[config.mk]
export PLATFORM = sky130hd
export DESIGN_NAME = tdc_timer
export DESIGN_NICKNAME = d
export VERILOG_FILES = /design/src/tdc_pkg.sv /design/src/tdc_timer.sv
export SDC_FILE = /design/constraint.sdc
export NUM_CORES = 1
export LEC_CHECK = 0
export BUFFER_PORTS_ARGS = -buffer_cell sky130_fd_sc_hd__buf_2
export CAP_MARGIN = 0
export CORE_MARGIN = 4
export CORE_UTILIZATION = 35
export DETAILED_ROUTE_END_ITERATION = 6
export GPL_TIMING_DRIVEN = 1
export PLACE_DENSITY = 0.51
export SLEW_MARGIN = 20
export SYNTH_ARGS = -nofsm -noshare
export SYNTH_HDL_FRONTEND = slang
export SYNTH_SLANG_ARGS = --single-unit
[constraint.sdc]
create_clock -name clk -period 7.85 [get_ports clk]
set_input_delay 1.1775 -clock clk [delete_from_list [all_inputs] [get_ports clk]]
set_output_delay 1.1775 -clock clk [all_outputs]
set_load 0.02 [all_outputs]
[src/tdc_pkg.sv]
// Package for the tick down counter: register map, fields, modes, structs
`default_nettype none
package tdc_pkg;

  // Register offsets (byte addresses, one word each)
  localparam logic [7:0] TDC_MODE_ADDR   = 8'h00;
  localparam logic [7:0] TDC_REF_ADDR    = 8'h04;
  localparam logic [7:0] TDC_COUNT_ADDR  = 8'h08;
  localparam logic [7:0] TDC_CTRL_ADDR   = 8'h0C;
  localparam logic [7:0] TDC_STATUS_ADDR = 8'h10;
  localparam logic [7:0] TDC_CMD_ADDR    = 8'h14;

  // Field positions
  localparam int TDC_CTRL_SRC_BIT    = 0;
  localparam int TDC_CTRL_IRQEN_BIT  = 1;
  localparam int TDC_STAT_WRAP_BIT   = 0;
  localparam int TDC_STAT_PEND_BIT   = 1;
  localparam int TDC_STAT_RUN_BIT    = 2;
  localparam int TDC_CMD_CLEAR_BIT   = 0;
  localparam int TDC_CMD_STOP_BIT    = 1;
  localparam int TDC_CMD_INIT_BIT    = 2;
  localparam int TDC_CMD_PENDCLR_BIT = 3;
  localparam int TDC_CMD_WRAPCLR_BIT = 4;

  // Reset values
  localparam logic [23:0] TDC_REF_RESET   = 24'h000000;
  localparam logic [23:0] TDC_COUNT_RESET = 24'h000000;
  localparam logic        TDC_SRC_RESET   = 1'b0;
  localparam logic        TDC_IRQEN_RESET = 1'b0;

  // Operating modes
  typedef enum logic [1:0] {
    mode_off            = 2'b00,
    mode_reload_on_zero = 2'b01,
    mode_single_shot    = 2'b10
  } tdc_mode_t;

  // Register bus request
  typedef struct packed {
    logic [7:0]  addr;
    logic [31:0] wdata;
    logic        wr;
    logic        rd;
  } tdc_bus_req_t;

endpackage : tdc_pkg
`default_nettype wire

[src/tdc_timer.sv]
// Tick down counter: 24-bit down counter with register port
//
// Function
// - While enabled, count decrements by one on each selected-clock tick.
// - Reload mode reloads the reference at zero and keeps counting.
// - Single-shot mode stops and holds at zero.
// - A third mode value disables the timer entirely.
// - Counting starts once an enabling mode is written, whatever the count.
// - After reset the timer is disabled.
// - In single-shot at zero, writing reference restarts counting from it.
// - Reference count is unsigned 24 bits, zero to all ones.
// - With interrupts enabled, interrupt raised on the one-to-zero edge.
// - Clear command forces the count to zero.
// - Count read returns present value without disturbing counting.
// - Stop command disables the timer; no further decrements.
// - Readable wrap flag set once counter counts one to zero.
// - Source select bit: set picks internal clock, clear picks external.
// - Init enables interrupt, selects internal clock and clears the single-shot halt; it leaves the mode unchanged.
// - Interrupt enable bit gates the zero-reached interrupt.
// - Timer interrupt can wake the processor from doze.
// - Readable pending bit true while interrupt pending.
// - Pending-clear command removes any pending interrupt.
`default_nettype none
module tdc_timer
  import tdc_pkg::*;
#(
  parameter int COUNT_W = 24
)
(
  // Clock and reset
  input  wire logic              clk,
  input  wire logic              reset,
  // Register port
  input  wire tdc_pkg::tdc_bus_req_t bus_req,
  output var  logic [31:0]       rdata,
  // Counting clocks: internal tick enable and external pin
  input  wire logic              int_tick,
  input  wire logic              ext_clk_pin,
  // Interrupt and doze wake
  output var  logic              irq,
  output var  logic              wake
);
  import tdc_pkg::*;

  ////////////////////////////////////////////////////////////////////////////
  // Declarations
  tdc_mode_t          mode;
  logic [COUNT_W-1:0] ref_count;
  logic [COUNT_W-1:0] count;
  logic               clock_source_select;
  logic               irq_enable;
  logic               wrap_flag;
  logic               pending;
  logic               stopped;
  logic [2:0]         ext_sync;
  logic               ext_level;
  logic               tick;
  logic               wr_mode;
  logic               wr_ref;
  logic               wr_ctrl;
  logic               wr_cmd;
  logic               cmd_clear;
  logic               cmd_stop;
  logic               cmd_init;
  logic               cmd_pendclr;
  logic               cmd_wrapclr;
  logic               zero_event;
  logic               running;

  ////////////////////////////////////////////////////////////////////////////
  // External clock synchroniser and edge detect
  always_ff @(posedge clk or posedge reset)
  begin
    if (reset)
    begin
      ext_sync  <= 3'h0;
      ext_level <= 1'b0;
    end
    else
    begin
      ext_sync <= {ext_sync[1:0], ext_clk_pin};
      if (ext_sync[1] == ext_sync[2])
      begin
        ext_level <= ext_sync[2];
      end
    end
  end

  // Tick from the selected source
  assign tick = clock_source_select ? int_tick
              : (ext_sync[1] == ext_sync[2]) && ext_sync[2] && !ext_level;

  ////////////////////////////////////////////////////////////////////////////
  // Write decode
  assign wr_mode     = bus_req.wr && (bus_req.addr == TDC_MODE_ADDR);
  assign wr_ref      = bus_req.wr && (bus_req.addr == TDC_REF_ADDR);
  assign wr_ctrl     = bus_req.wr && (bus_req.addr == TDC_CTRL_ADDR);
  assign wr_cmd      = bus_req.wr && (bus_req.addr == TDC_CMD_ADDR);
  assign cmd_clear   = wr_cmd && bus_req.wdata[TDC_CMD_CLEAR_BIT];
  assign cmd_stop    = wr_cmd && bus_req.wdata[TDC_CMD_STOP_BIT];
  assign cmd_init    = wr_cmd && bus_req.wdata[TDC_CMD_INIT_BIT];
  assign cmd_pendclr = wr_cmd && bus_req.wdata[TDC_CMD_PENDCLR_BIT];
  assign cmd_wrapclr = wr_cmd && bus_req.wdata[TDC_CMD_WRAPCLR_BIT];

  ////////////////////////////////////////////////////////////////////////////
  // Mode register
  always_ff @(posedge clk or posedge reset)
  begin
    if (reset)
    begin
      mode <= mode_off;
    end
    else if (cmd_stop)
    begin
      mode <= mode_off;
    end
    else if (wr_mode)
    begin
      unique case (bus_req.wdata[1:0])
        2'b01:   mode <= mode_reload_on_zero;
        2'b10:   mode <= mode_single_shot;
        default: mode <= mode_off;
      endcase
    end
  end

  ////////////////////////////////////////////////////////////////////////////
  // Reference register
  always_ff @(posedge clk or posedge reset)
  begin
    if (reset)
    begin
      ref_count <= TDC_REF_RESET;
    end
    else if (wr_ref)
    begin
      ref_count <= bus_req.wdata[COUNT_W-1:0];
    end
  end

  ////////////////////////////////////////////////////////////////////////////
  // Control register and init command
  always_ff @(posedge clk or posedge reset)
  begin
    if (reset)
    begin
      clock_source_select <= TDC_SRC_RESET;
      irq_enable          <= TDC_IRQEN_RESET;
    end
    else if (cmd_init)
    begin
      clock_source_select <= 1'b1;
      irq_enable          <= 1'b1;
    end
    else if (wr_ctrl)
    begin
      clock_source_select <= bus_req.wdata[TDC_CTRL_SRC_BIT];
      irq_enable          <= bus_req.wdata[TDC_CTRL_IRQEN_BIT];
    end
  end

  ////////////////////////////////////////////////////////////////////////////
  // Single-shot halt state
  always_ff @(posedge clk or posedge reset)
  begin
    if (reset)
    begin
      stopped <= 1'b0;
    end
    else if (wr_ref || wr_mode || cmd_init)
    begin
      stopped <= 1'b0;
    end
    else if (mode == mode_single_shot && tick && count == 24'h000001)
    begin
      stopped <= 1'b1;
    end
  end

  assign running    = (mode != mode_off) && !stopped;
  assign zero_event = running && tick && (count == 24'h000001);

  ////////////////////////////////////////////////////////////////////////////
  // Counter
  always_ff @(posedge clk or posedge reset)
  begin
    if (reset)
    begin
      count <= TDC_COUNT_RESET;
    end
    else if (cmd_clear)
    begin
      count <= TDC_COUNT_RESET;
    end
    else if (wr_ref && mode == mode_single_shot && stopped)
    begin
      count <= bus_req.wdata[COUNT_W-1:0];
    end
    else if (running && tick)
    begin
      if (count == 24'h000000)
      begin
        if (mode == mode_reload_on_zero)
        begin
          count <= ref_count;
        end
        else if (ref_count != 24'h000000)
        begin
          count <= ref_count;
        end
      end
      else if (count == 24'h000001 && mode == mode_reload_on_zero)
      begin
        count <= 24'h000000;
      end
      else
      begin
        count <= count - 24'h000001;
      end
    end
  end

  ////////////////////////////////////////////////////////////////////////////
  // Wrap and pending flags; set wins over clear
  always_ff @(posedge clk or posedge reset)
  begin
    if (reset)
    begin
      wrap_flag <= 1'b0;
      pending   <= 1'b0;
    end
    else
    begin
      if (zero_event)
      begin
        wrap_flag <= 1'b1;
      end
      else if (cmd_wrapclr)
      begin
        wrap_flag <= 1'b0;
      end
      if (zero_event && irq_enable)
      begin
        pending <= 1'b1;
      end
      else if (cmd_pendclr)
      begin
        pending <= 1'b0;
      end
    end
  end

  ////////////////////////////////////////////////////////////////////////////
  // Interrupt and wake outputs
  always_ff @(posedge clk or posedge reset)
  begin
    if (reset)
    begin
      irq  <= 1'b0;
      wake <= 1'b0;
    end
    else
    begin
      irq  <= (pending && !cmd_pendclr) || (zero_event && irq_enable);
      wake <= zero_event && irq_enable;
    end
  end

  ////////////////////////////////////////////////////////////////////////////
  // Read data, one cycle after the strobe
  always_ff @(posedge clk or posedge reset)
  begin
    if (reset)
    begin
      rdata <= 32'h00000000;
    end
    else if (bus_req.rd)
    begin
      unique case (bus_req.addr)
        TDC_MODE_ADDR:   rdata <= {30'h0, mode};
        TDC_REF_ADDR:    rdata <= {8'h00, ref_count};
        TDC_COUNT_ADDR:  rdata <= {8'h00, count};
        TDC_CTRL_ADDR:   rdata <= {30'h0, irq_enable, clock_source_select};
        TDC_STATUS_ADDR: rdata <= {29'h0, running, pending, wrap_flag};
        default:         rdata <= 32'h00000000;
      endcase
    end
    else
    begin
      rdata <= 32'h00000000;
    end
  end

endmodule : tdc_timer
`default_nettype wire
==> results of run 1 <==
-- power by group through the flow --
stage	logic, mW	registers, mW	clock network [mW]
CTS	0.426	0.537	0.386
global route	0.476	0.545	0.408
global placement	0.419	0.543	0
detailed placement	0.424	0.545	0
finish	0.429	0.538	0.377
floorplan	0.352	0.519	0
-- worst reg2reg max path: stages (launching register included) --
cell	delay, ns
sky130_fd_sc_hd__dfrtp_1	0.48
sky130_fd_sc_hd__or4_4	0.56
sky130_fd_sc_hd__nor4_4	0.40
sky130_fd_sc_hd__and4_1	0.98
sky130_fd_sc_hd__a21oi_2	0.50
sky130_fd_sc_hd__a221oi_1	0.44
sky130_fd_sc_hd__nor2_1	0.08
-- stage by stage --
step	setup WS (ns)	total power, mW	hold WS, ns	util, %
after CTS	4.21	1.35	0.357	40.4
after detailed placement	3.84	0.969	0.344	38.5
final	4.25	1.34	0.354	40.4
after global routing	4.05	1.43	0.365	40.4
after floorplan	4.48	0.871	0.331	-
after global placement	3.89	0.962	0.334	38.5
-- worst paths after layout --
kind / start / to / slack (ns) / depth (start not counted)
max in group asynchronous: reset / rdata[17] / 6.28 / 3
worst min register to register: ext_sync[0] / ext_sync[1] / 0.35 / 0
worst max-delay path: bus_req[34] / ref_count[14] / 4.25 / 7
worst min-delay path: ext_sync[0] / ext_sync[1] / 0.35 / 0
min in group asynchronous: reset / rdata[6] / 1.05 / 3
worst max register to register: count[16] / count[15] / 4.29 / 6
-- layout make-up --
class                           count  share of cell area [%]
Timing Repair Buffer               69                    6.80
Multi-Input combinational cell    356                    44.2
Sequential cell                    85                    39.7
Clock buffer                       11                    4.35
Clock inverter                      3                   0.280
Tap cell                          176                    4.11
Inverter                            7                   0.514
-- flip-flops by register name (all words and copies together), names as in the netlist, 2 cells and up --
signal and flops:
count 24, rdata 24, mode 2, ext_sync 3, ref_count 24
-- Yosys cell counts, drive strengths merged, types with 2 or more instances --
library cell / number
and4: 4
clkbuf: 18
buf: 23
o31ai: 6
or2: 2
a221oi: 8
nand3: 6
a31o: 4
nor4: 14
nor3b: 2
mux2i: 4
or3: 3
a311oi: 2
mux2: 26
nor2: 61
o211ai: 2
a32oi: 4
a211oi: 4
nand4: 9
and3: 6
nand2: 36
ha: 4
a21oi: 10
a32o: 3
o221ai: 7
or4: 6
o22a: 2
a22o: 7
xnor2: 5
inv: 7
o21ai: 28
a22oi: 26
dfrtp: 85
o21a: 3
xor2: 3
nor3: 16
a21o: 3
and2: 5
nand2b: 4
a221o: 3
a31oi: 2
-- cells by family (layout without fill, tap and decap cells) --
logic type | after synthesis | count (layout)
buf+inv | 48 | 90
flops | 85 | 85
compound gates | 129 | 129
xor+xnor | 8 | 8
simple gates | 177 | 177
other cells | 1 | 8
mux | 30 | 30
fa+ha+maj | 4 | 4
-- routing by layer --
metal / GRT usage [%] / share of wire, % / vias up
met5: 0 / 0 / -
met4: 7.41 / 2.0 / 0
met3: 3.47 / 4.9 / 23
met2: 28.1 / 46 / 131
met1: 26.2 / 47 / 1992
li1: - / - / 1874
==> summary.md, run 1 <==
| Metric | Value |
|---|---|
| Result of the run | `finished, final reports clean` |
| Multi-input gate area | `0.00237 mm^2` |
| Total die area | `0.0155 mm^2` |
| Share of the synthesized area in compound gates (AO/OA/AOI/OAI) | `20.2%` |
| Area share of the leading cell type in the synthesized netlist | `44.9%` |
| Cells along the critical path | `buf_2 -> or4_1 -> nor3_2 -> and2_1 -> nand2_1 -> buf_4 -> mux2_1` |
| Synth Area in Simple Gates | `19.7%` |
| Area post-placement | `0.00510 mm^2` |
| Final design area excluding fillers | `0.00536 mm^2` |
| Net Sw Frac | `35.9%` |
| Power share of the clock group | `28.0%` |
| Via Count | `4020` |
| Mux cell area share after synthesis | `7.03%` |
| Number of clock sinks seen by CTS | `85` |
| Routed wire length per instance | `19.5 um` |
| CTS Hold Buffers Added | `0` |
| Maximum buffer depth of the clock tree | `2` |
| Net Sw Power | `483 uW` |
| Remaining global-route overflow | `0` |
| Xor-xnor portion of the synthesized cell area | `1.48%` |
| Dominant synthesized flop cell | `sky130_fd_sc_hd__dfrtp_1` |
| IO Port Bufs | `63` |
| Post-Route WL | `13800 um` |
| Cell taking the most area after synthesis | `sky130_fd_sc_hd__dfrtp_1` |
| Resized Gates After CTS | `0` |
| Warnings from Yosys | `0` |
| TNS Setup | `0 ns` |
| Post-layout instance count excluding filler cells | `707` |
| Number of DRC markers after the initial detailed-route iteration | `279` |
| Chip height | `124 um` |
| Number of distinct library cell variants in the gate-level netlist after synthesis | `65` |
| Share of synthesized cell area in full adder, half adder and majority cells | `1.06%` |
| Number of nets in the final layout | `578` |
| Delay of the slowest cell on the worst path | `0.86 ns` |
| Cell chosen for the clock root | `sky130_fd_sc_hd__clkbuf_16` |
| Max Slew Vio Count | `0` |
| Setup fix buffers added after clock tree synthesis | `0` |
| Ratio of routed vias to standard cells | `5.69` |
| DRC violations left | `0` |
| Maximum clock skew at final layout | `0.00643 ns` |
| Period Utilization, post-route | `45.8%` |
| Type of destination of the critical path | `flop` |
| CTS Buf Count | `9` |
| Count of flip-flops with a built-in enable after synthesis | `0` |
| Iteration count of the initial detailed-routing pass | `5` |
| Power per cell area | `251 mW/mm^2` |
| Worst-case vdd ir drop | `0.0949 mV` |
| Hold WC Path Type | `reg -> reg` |
| Overall Global Routing Usage | `18.6%` |
| Latest clock arrival within the worst-skew pair | `0.35 ns` |
| Static leakage power | `2.44 nW` |
| Arr. time, crit path | `3.82 ns` |
| Cell type of the slowest stage on the worst timing path | `sky130_fd_sc_hd__and2_1` |
| Worst setup path category | `in -> reg` |
| Clock tree from TritonCTS | `built` |
| Unrepaired setup endpoints after global routing | `no` |
| Post-CTS clock slew at the launch and capture registers of the worst setup and hold paths | `0.06 ns` |
| Highest achievable clock rate | `278 MHz` |
| Nature of the critical path startpoint | `input pin` |
| Count of nets left with antenna violations after detail routing | `0` |
| Critical path peak fanout | `24` |
| Sequential fraction of the synthesis area | `44.9%` |
| Reg power frac | `40.0%` |
| Gate Count Post-Synth | `482` |
| Global-route wire length before repair | `22800 um` |
| Proportion of layout cells with a drive suffix above 1 | `19.2%` |
| Final number of hold-violating endpoints | `0` |
| Syn Area/Cell | `9.82 um^2` |
| Flip-flop and latch count after synthesis | `85` |
| Most common cell after layout, fill and taps aside | `sky130_fd_sc_hd__dfrtp_1` |
| Area taken by flip-flops and latches | `0.00213 mm^2` |
| Initial Utilization | `35.8%` |
| Boundary pin count | `80` |
| Number of standard-cell rows in the floorplan | `42` |
| Die W | `124 um` |
| Fill count | `1361` |
| CTS H-tree lvls | `3` |
| Worst-margin pin slew | `1.08 ns` |
| Required time reported for the critical path endpoint | `8.08 ns` |
| Design internal power | `860 uW` |
| Syn Std Cell Area | `0.00473 mm^2` |
| Placer's final routability congestion estimate | `0.847` |
| Main combinational cell family by area after synthesis | `compound AO/OA/AOI/OAI gates` |
| Largest net degree at the start of global routing | `86` |
| Area contributors post-synth | `sky130_fd_sc_hd__dfrtp_1 45%, sky130_fd_sc_hd__mux2_1 5.7%, sky130_fd_sc_hd__nor2_1 4.8%` |
| Most frequent cells in the layout | `85 x sky130_fd_sc_hd__dfrtp_1, 63 x sky130_fd_sc_hd__buf_2, 60 x sky130_fd_sc_hd__nor2_1` |
| Synthesis-to-layout area growth | `13.1%` |
| Number of global-route vias before repair | `4030` |
| Cell type group with the largest total delay on the critical path | `simple AND/OR/NAND/NOR gates` |
| Combinational group share of total power | `31.9%` |
| Final HPWL DP | `9450 um` |
| Number of placed cells counting well taps | `692` |
| Worst max-slew margin expressed relative to the limit | `28.0%` |
| Number of buffer and inverter stages on the critical path | `2` |
| Setup-violating endpoint count in the final report | `0` |
| Number of max-capacitance violations reported | `0` |
| Number of antenna violations at the first check in global routing | `0` |
| Standard cell core area | `0.0132 mm^2` |
| Async set-or-reset flop fraction in the synthesized netlist | `100%` |
| Period minus WS final | `3.60 ns` |
| Diodes inserted | `0` |
Note: power is estimated with default switching activity, not from simulation.
==> run 2: changes to the inputs <==
--- a/config.mk
+++ b/config.mk
@@ -11,7 +11,7 @@
 export CORE_UTILIZATION = 35
 export DETAILED_ROUTE_END_ITERATION = 6
 export GPL_TIMING_DRIVEN = 1
-export PLACE_DENSITY = 0.51
+export PLACE_DENSITY = 0.53
 export SLEW_MARGIN = 20
 export SYNTH_ARGS = -nofsm -noshare
 export SYNTH_HDL_FRONTEND = slang
==> constraint.sdc (replaced) <==
create_clock -name clk -period 3.2 [get_ports clk]
set_input_delay 0.48 -clock clk [delete_from_list [all_inputs] [get_ports clk]]
set_output_delay 0.48 -clock clk [all_outputs]
set_load 0.02 [all_outputs]
==> summary.md, run 2 (synthesis results as in run 1) <==
| Metric | Value |
|---|---|
| TNS Setup | `0 ns (unchanged)` |
| Largest registers | `count (24), rdata (24), ref_count (24)` |
| Number of DRC markers after the initial detailed-route iteration | `323 (+16%)` |
| Net Sw Frac | `33.1% (-2.9 points)` |
| Number of antenna violations at the first check in global routing | `0 (unchanged)` |
| Die W | `124 um (unchanged)` |
| Required time reported for the critical path endpoint | `3.43 ns (-4.65 ns)` |
| Final HPWL DP | `9820 um (+3.9%)` |
| Proportion of layout cells with a drive suffix above 1 | `21.7% (+2.5 points)` |
| Clock tree from TritonCTS | `built` |
| Iteration count of the initial detailed-routing pass | `4 (-1)` |
| Remaining global-route overflow | `0 (unchanged)` |
| Setup-violating endpoint count in the final report | `0 (unchanged)` |
| Number of nets in the final layout | `593 (+2.6%)` |
| Worst max-slew margin expressed relative to the limit | `27.4% (-0.67 points)` |
| Number of standard-cell rows in the floorplan | `42 (unchanged)` |
| Top Usage Layer GRT | `met2` |
| Number of stages on the worst hold path | `1 (+1)` |
| Unrepaired setup endpoints after global routing | `no` |
| Period minus WS final | `2.73 ns` |
| Largest net degree at the start of global routing | `44 (-49%)` |
| CTS H-tree lvls | `3 (unchanged)` |
| Power share of the clock group | `33.2% (+5.2 points)` |
| Worst-margin pin slew | `1.09 ns (+0.0101 ns)` |
| Net Sw Power | `1.19 mW (+150%)` |
| Highest achievable clock rate | `367 MHz` |
| Maximum clock skew at final layout | `0.00959 ns (+0.00317 ns)` |
| Reg power frac | `36.7% (-3.3 points)` |
| Type of destination of the critical path | `flop` |
| Maximum buffer depth of the clock tree | `2 (unchanged)` |
| Global Route met3 Usage | `3.34% (-0.13 points)` |
| Combinational group share of total power | `30.1% (-1.8 points)` |
| Ratio of routed vias to standard cells | `5.66 (-0.43%)` |
| Count of nets left with antenna violations after detail routing | `0 (unchanged)` |
| CTS Hold Buffers Added | `0 (unchanged)` |
| Post-CTS clock slew at the launch and capture registers of the worst setup and hold paths | `0.06 ns (about the same)` |
| Diodes inserted | `0 (unchanged)` |
| Reg2reg path depth | `7 (+1)` |
| Max Slew Vio Count | `0 (unchanged)` |
| Reg-to-reg setup timing slack | `0.47 ns (-3.82 ns)` |
| IO Port Bufs | `63 (unchanged)` |
| Worst flop-to-flop path endpoint | `count[11]` |
| Hold WC Path Type | `in -> reg` |
| Global-route wire length before repair | `22400 um (-1.9%)` |
| Routed wire length per instance | `18.7 um (-4.4%)` |
| Most frequent cells in the layout | `85 x sky130_fd_sc_hd__dfrtp_1, 63 x sky130_fd_sc_hd__buf_2, 60 x sky130_fd_sc_hd__nor2_1` |
| Start point of the worst min-delay path | `ext_clk_pin` |
| Via Count | `4099 (+2.0%)` |
| Met1 capacity usage during global routing | `24.0% (-2.2 points)` |
| Synthesis-to-layout area growth | `17.7%` |
| Resized Gates After CTS | `0 (unchanged)` |
| Power per cell area | `645 mW/mm^2 (+160%)` |
| Nature of the critical path startpoint | `flop` |
| CTS Buf Count | `9 (unchanged)` |
| Chip height | `124 um (unchanged)` |
| Post-Route WL | `13500 um (-2.1%)` |
| Number of global-route vias before repair | `4205 (+4.3%)` |
| Latest clock arrival within the worst-skew pair | `0.35 ns (about the same)` |
| Design internal power | `2.40 mW (+180%)` |
| Boundary pin count | `80 (unchanged)` |
| Result of the run | `finished, final reports clean` |
| Overall Global Routing Usage | `17.9% (-0.65 points)` |
| Final hold slack | `0.237 ns (-0.116 ns)` |
| Number of max-capacitance violations reported | `0 (unchanged)` |
| Setup fix buffers added after clock tree synthesis | `0 (unchanged)` |
| Period Utilization, post-route | `85.2%` |
| Arr. time, crit path | `2.95 ns (-0.87 ns)` |
| Static leakage power | `2.56 nW (+4.9%)` |
| Placer's final routability congestion estimate | `0.848 (about the same)` |
| Worst setup path category | `reg -> reg` |
| Beginning of the worst register-to-register path | `count[4]` |
| DRC violations left | `0 (unchanged)` |
| Global-route track usage on met2 | `29.1% (+0.99 points)` |
| Cell chosen for the clock root | `sky130_fd_sc_hd__clkbuf_16` |
| Most common cell after layout, fill and taps aside | `sky130_fd_sc_hd__dfrtp_1` |
| Number of clock sinks seen by CTS | `85 (unchanged)` |
| Standard cell core area | `0.0132 mm^2 (unchanged)` |
| Hold path endpoint | `ext_sync[0]` |
| Total die area | `0.0155 mm^2 (unchanged)` |
| Final number of hold-violating endpoints | `0 (unchanged)` |
| Initial Utilization | `35.8% (unchanged)` |
| Worst-case vdd ir drop | `0.257 mV (+170%)` |
| Critical path peak fanout | `11 (-54%)` |
-- run 2: cell count changes in the layout (fill, tap and decap cells not counted) --
| cell | delta |
|---|---|
| sky130_fd_sc_hd__clkbuf_4 | -1 |
| sky130_fd_sc_hd__bufinv_16 | +3 |
| sky130_fd_sc_hd__clkbuf_8 | +1 |
| sky130_fd_sc_hd__buf_4 | +16 |
| sky130_fd_sc_hd__buf_6 | -1 |
| sky130_fd_sc_hd__clkinv_2 | -2 |
| sky130_fd_sc_hd__buf_12 | +1 |
-- run 2: critical path: stages, from the launching register on --
cell and delay, ns:
sky130_fd_sc_hd__dfrtp_1 0.47, sky130_fd_sc_hd__or4_1 0.70, sky130_fd_sc_hd__nor4_4 0.32, sky130_fd_sc_hd__nand3_2 0.32, sky130_fd_sc_hd__buf_4 0.26, sky130_fd_sc_hd__a22o_1 0.17
sky130_fd_sc_hd__a221oi_1 0.28, sky130_fd_sc_hd__nor2_1 0.08
-- run 2: through the flow --
step	total power, mW	utilization, %	setup WS [ns]	std cells	instance area [um^2]
2_1_floorplan	2.14	-	0.527	489	4760
3_3_place_gp	2.38	39.5	0.531	708	5230
3_5_place_dp	2.40	39.5	0.514	708	5230
4_1_cts	3.61	42.1	0.482	724	5570
5_1_grt	3.80	42.1	0.325	724	5570
6_report	3.59	42.1	0.475	724	5570
-- run 2: final cells by class --
| class | instances | area (um^2) |
|---|---|---|
| clock inverter | 4 | 95.1 |
| sequential | 85 | 2130 |
| inverter | 7 | 27.5 |
| clock buffer | 12 | 246 |
| timing repair buffer | 84 | 485 |
| multi-input combinational | 356 | 2370 |
| tap | 176 | 220 |
| fill | 1342 | 7670 |
-- run 2: worst max path at each step --
stage	from	depth (start not counted)	endpoint	slack [ns]
5_1_grt	count[4]	7	count[11]	0.33
6_report	count[4]	7	count[11]	0.47
3_3_place_gp	count[4]	7	count[11]	0.53
2_1_floorplan	reset	1	clock_source_select	0.53
4_1_cts	count[11]	7	count[12]	0.48
3_5_place_dp	count[11]	7	count[12]	0.51
-- run 2: routing by layer --
layer	up-vias	part of all wire, %
met2	103	47
met4	0	1.5
met1	2068	47
met5	-	0
met3	13	4.3
li1	1915	-
-- run 2: power groups by stage --
stage	registers, mW	logic (mW)	clock network, mW
after floorplan	1.27	0.864	0
after global placement	1.33	1.06	0
after detailed placement	1.33	1.07	0
after CTS	1.31	1.07	1.22
after global routing	1.33	1.20	1.27
final	1.32	1.08	1.19
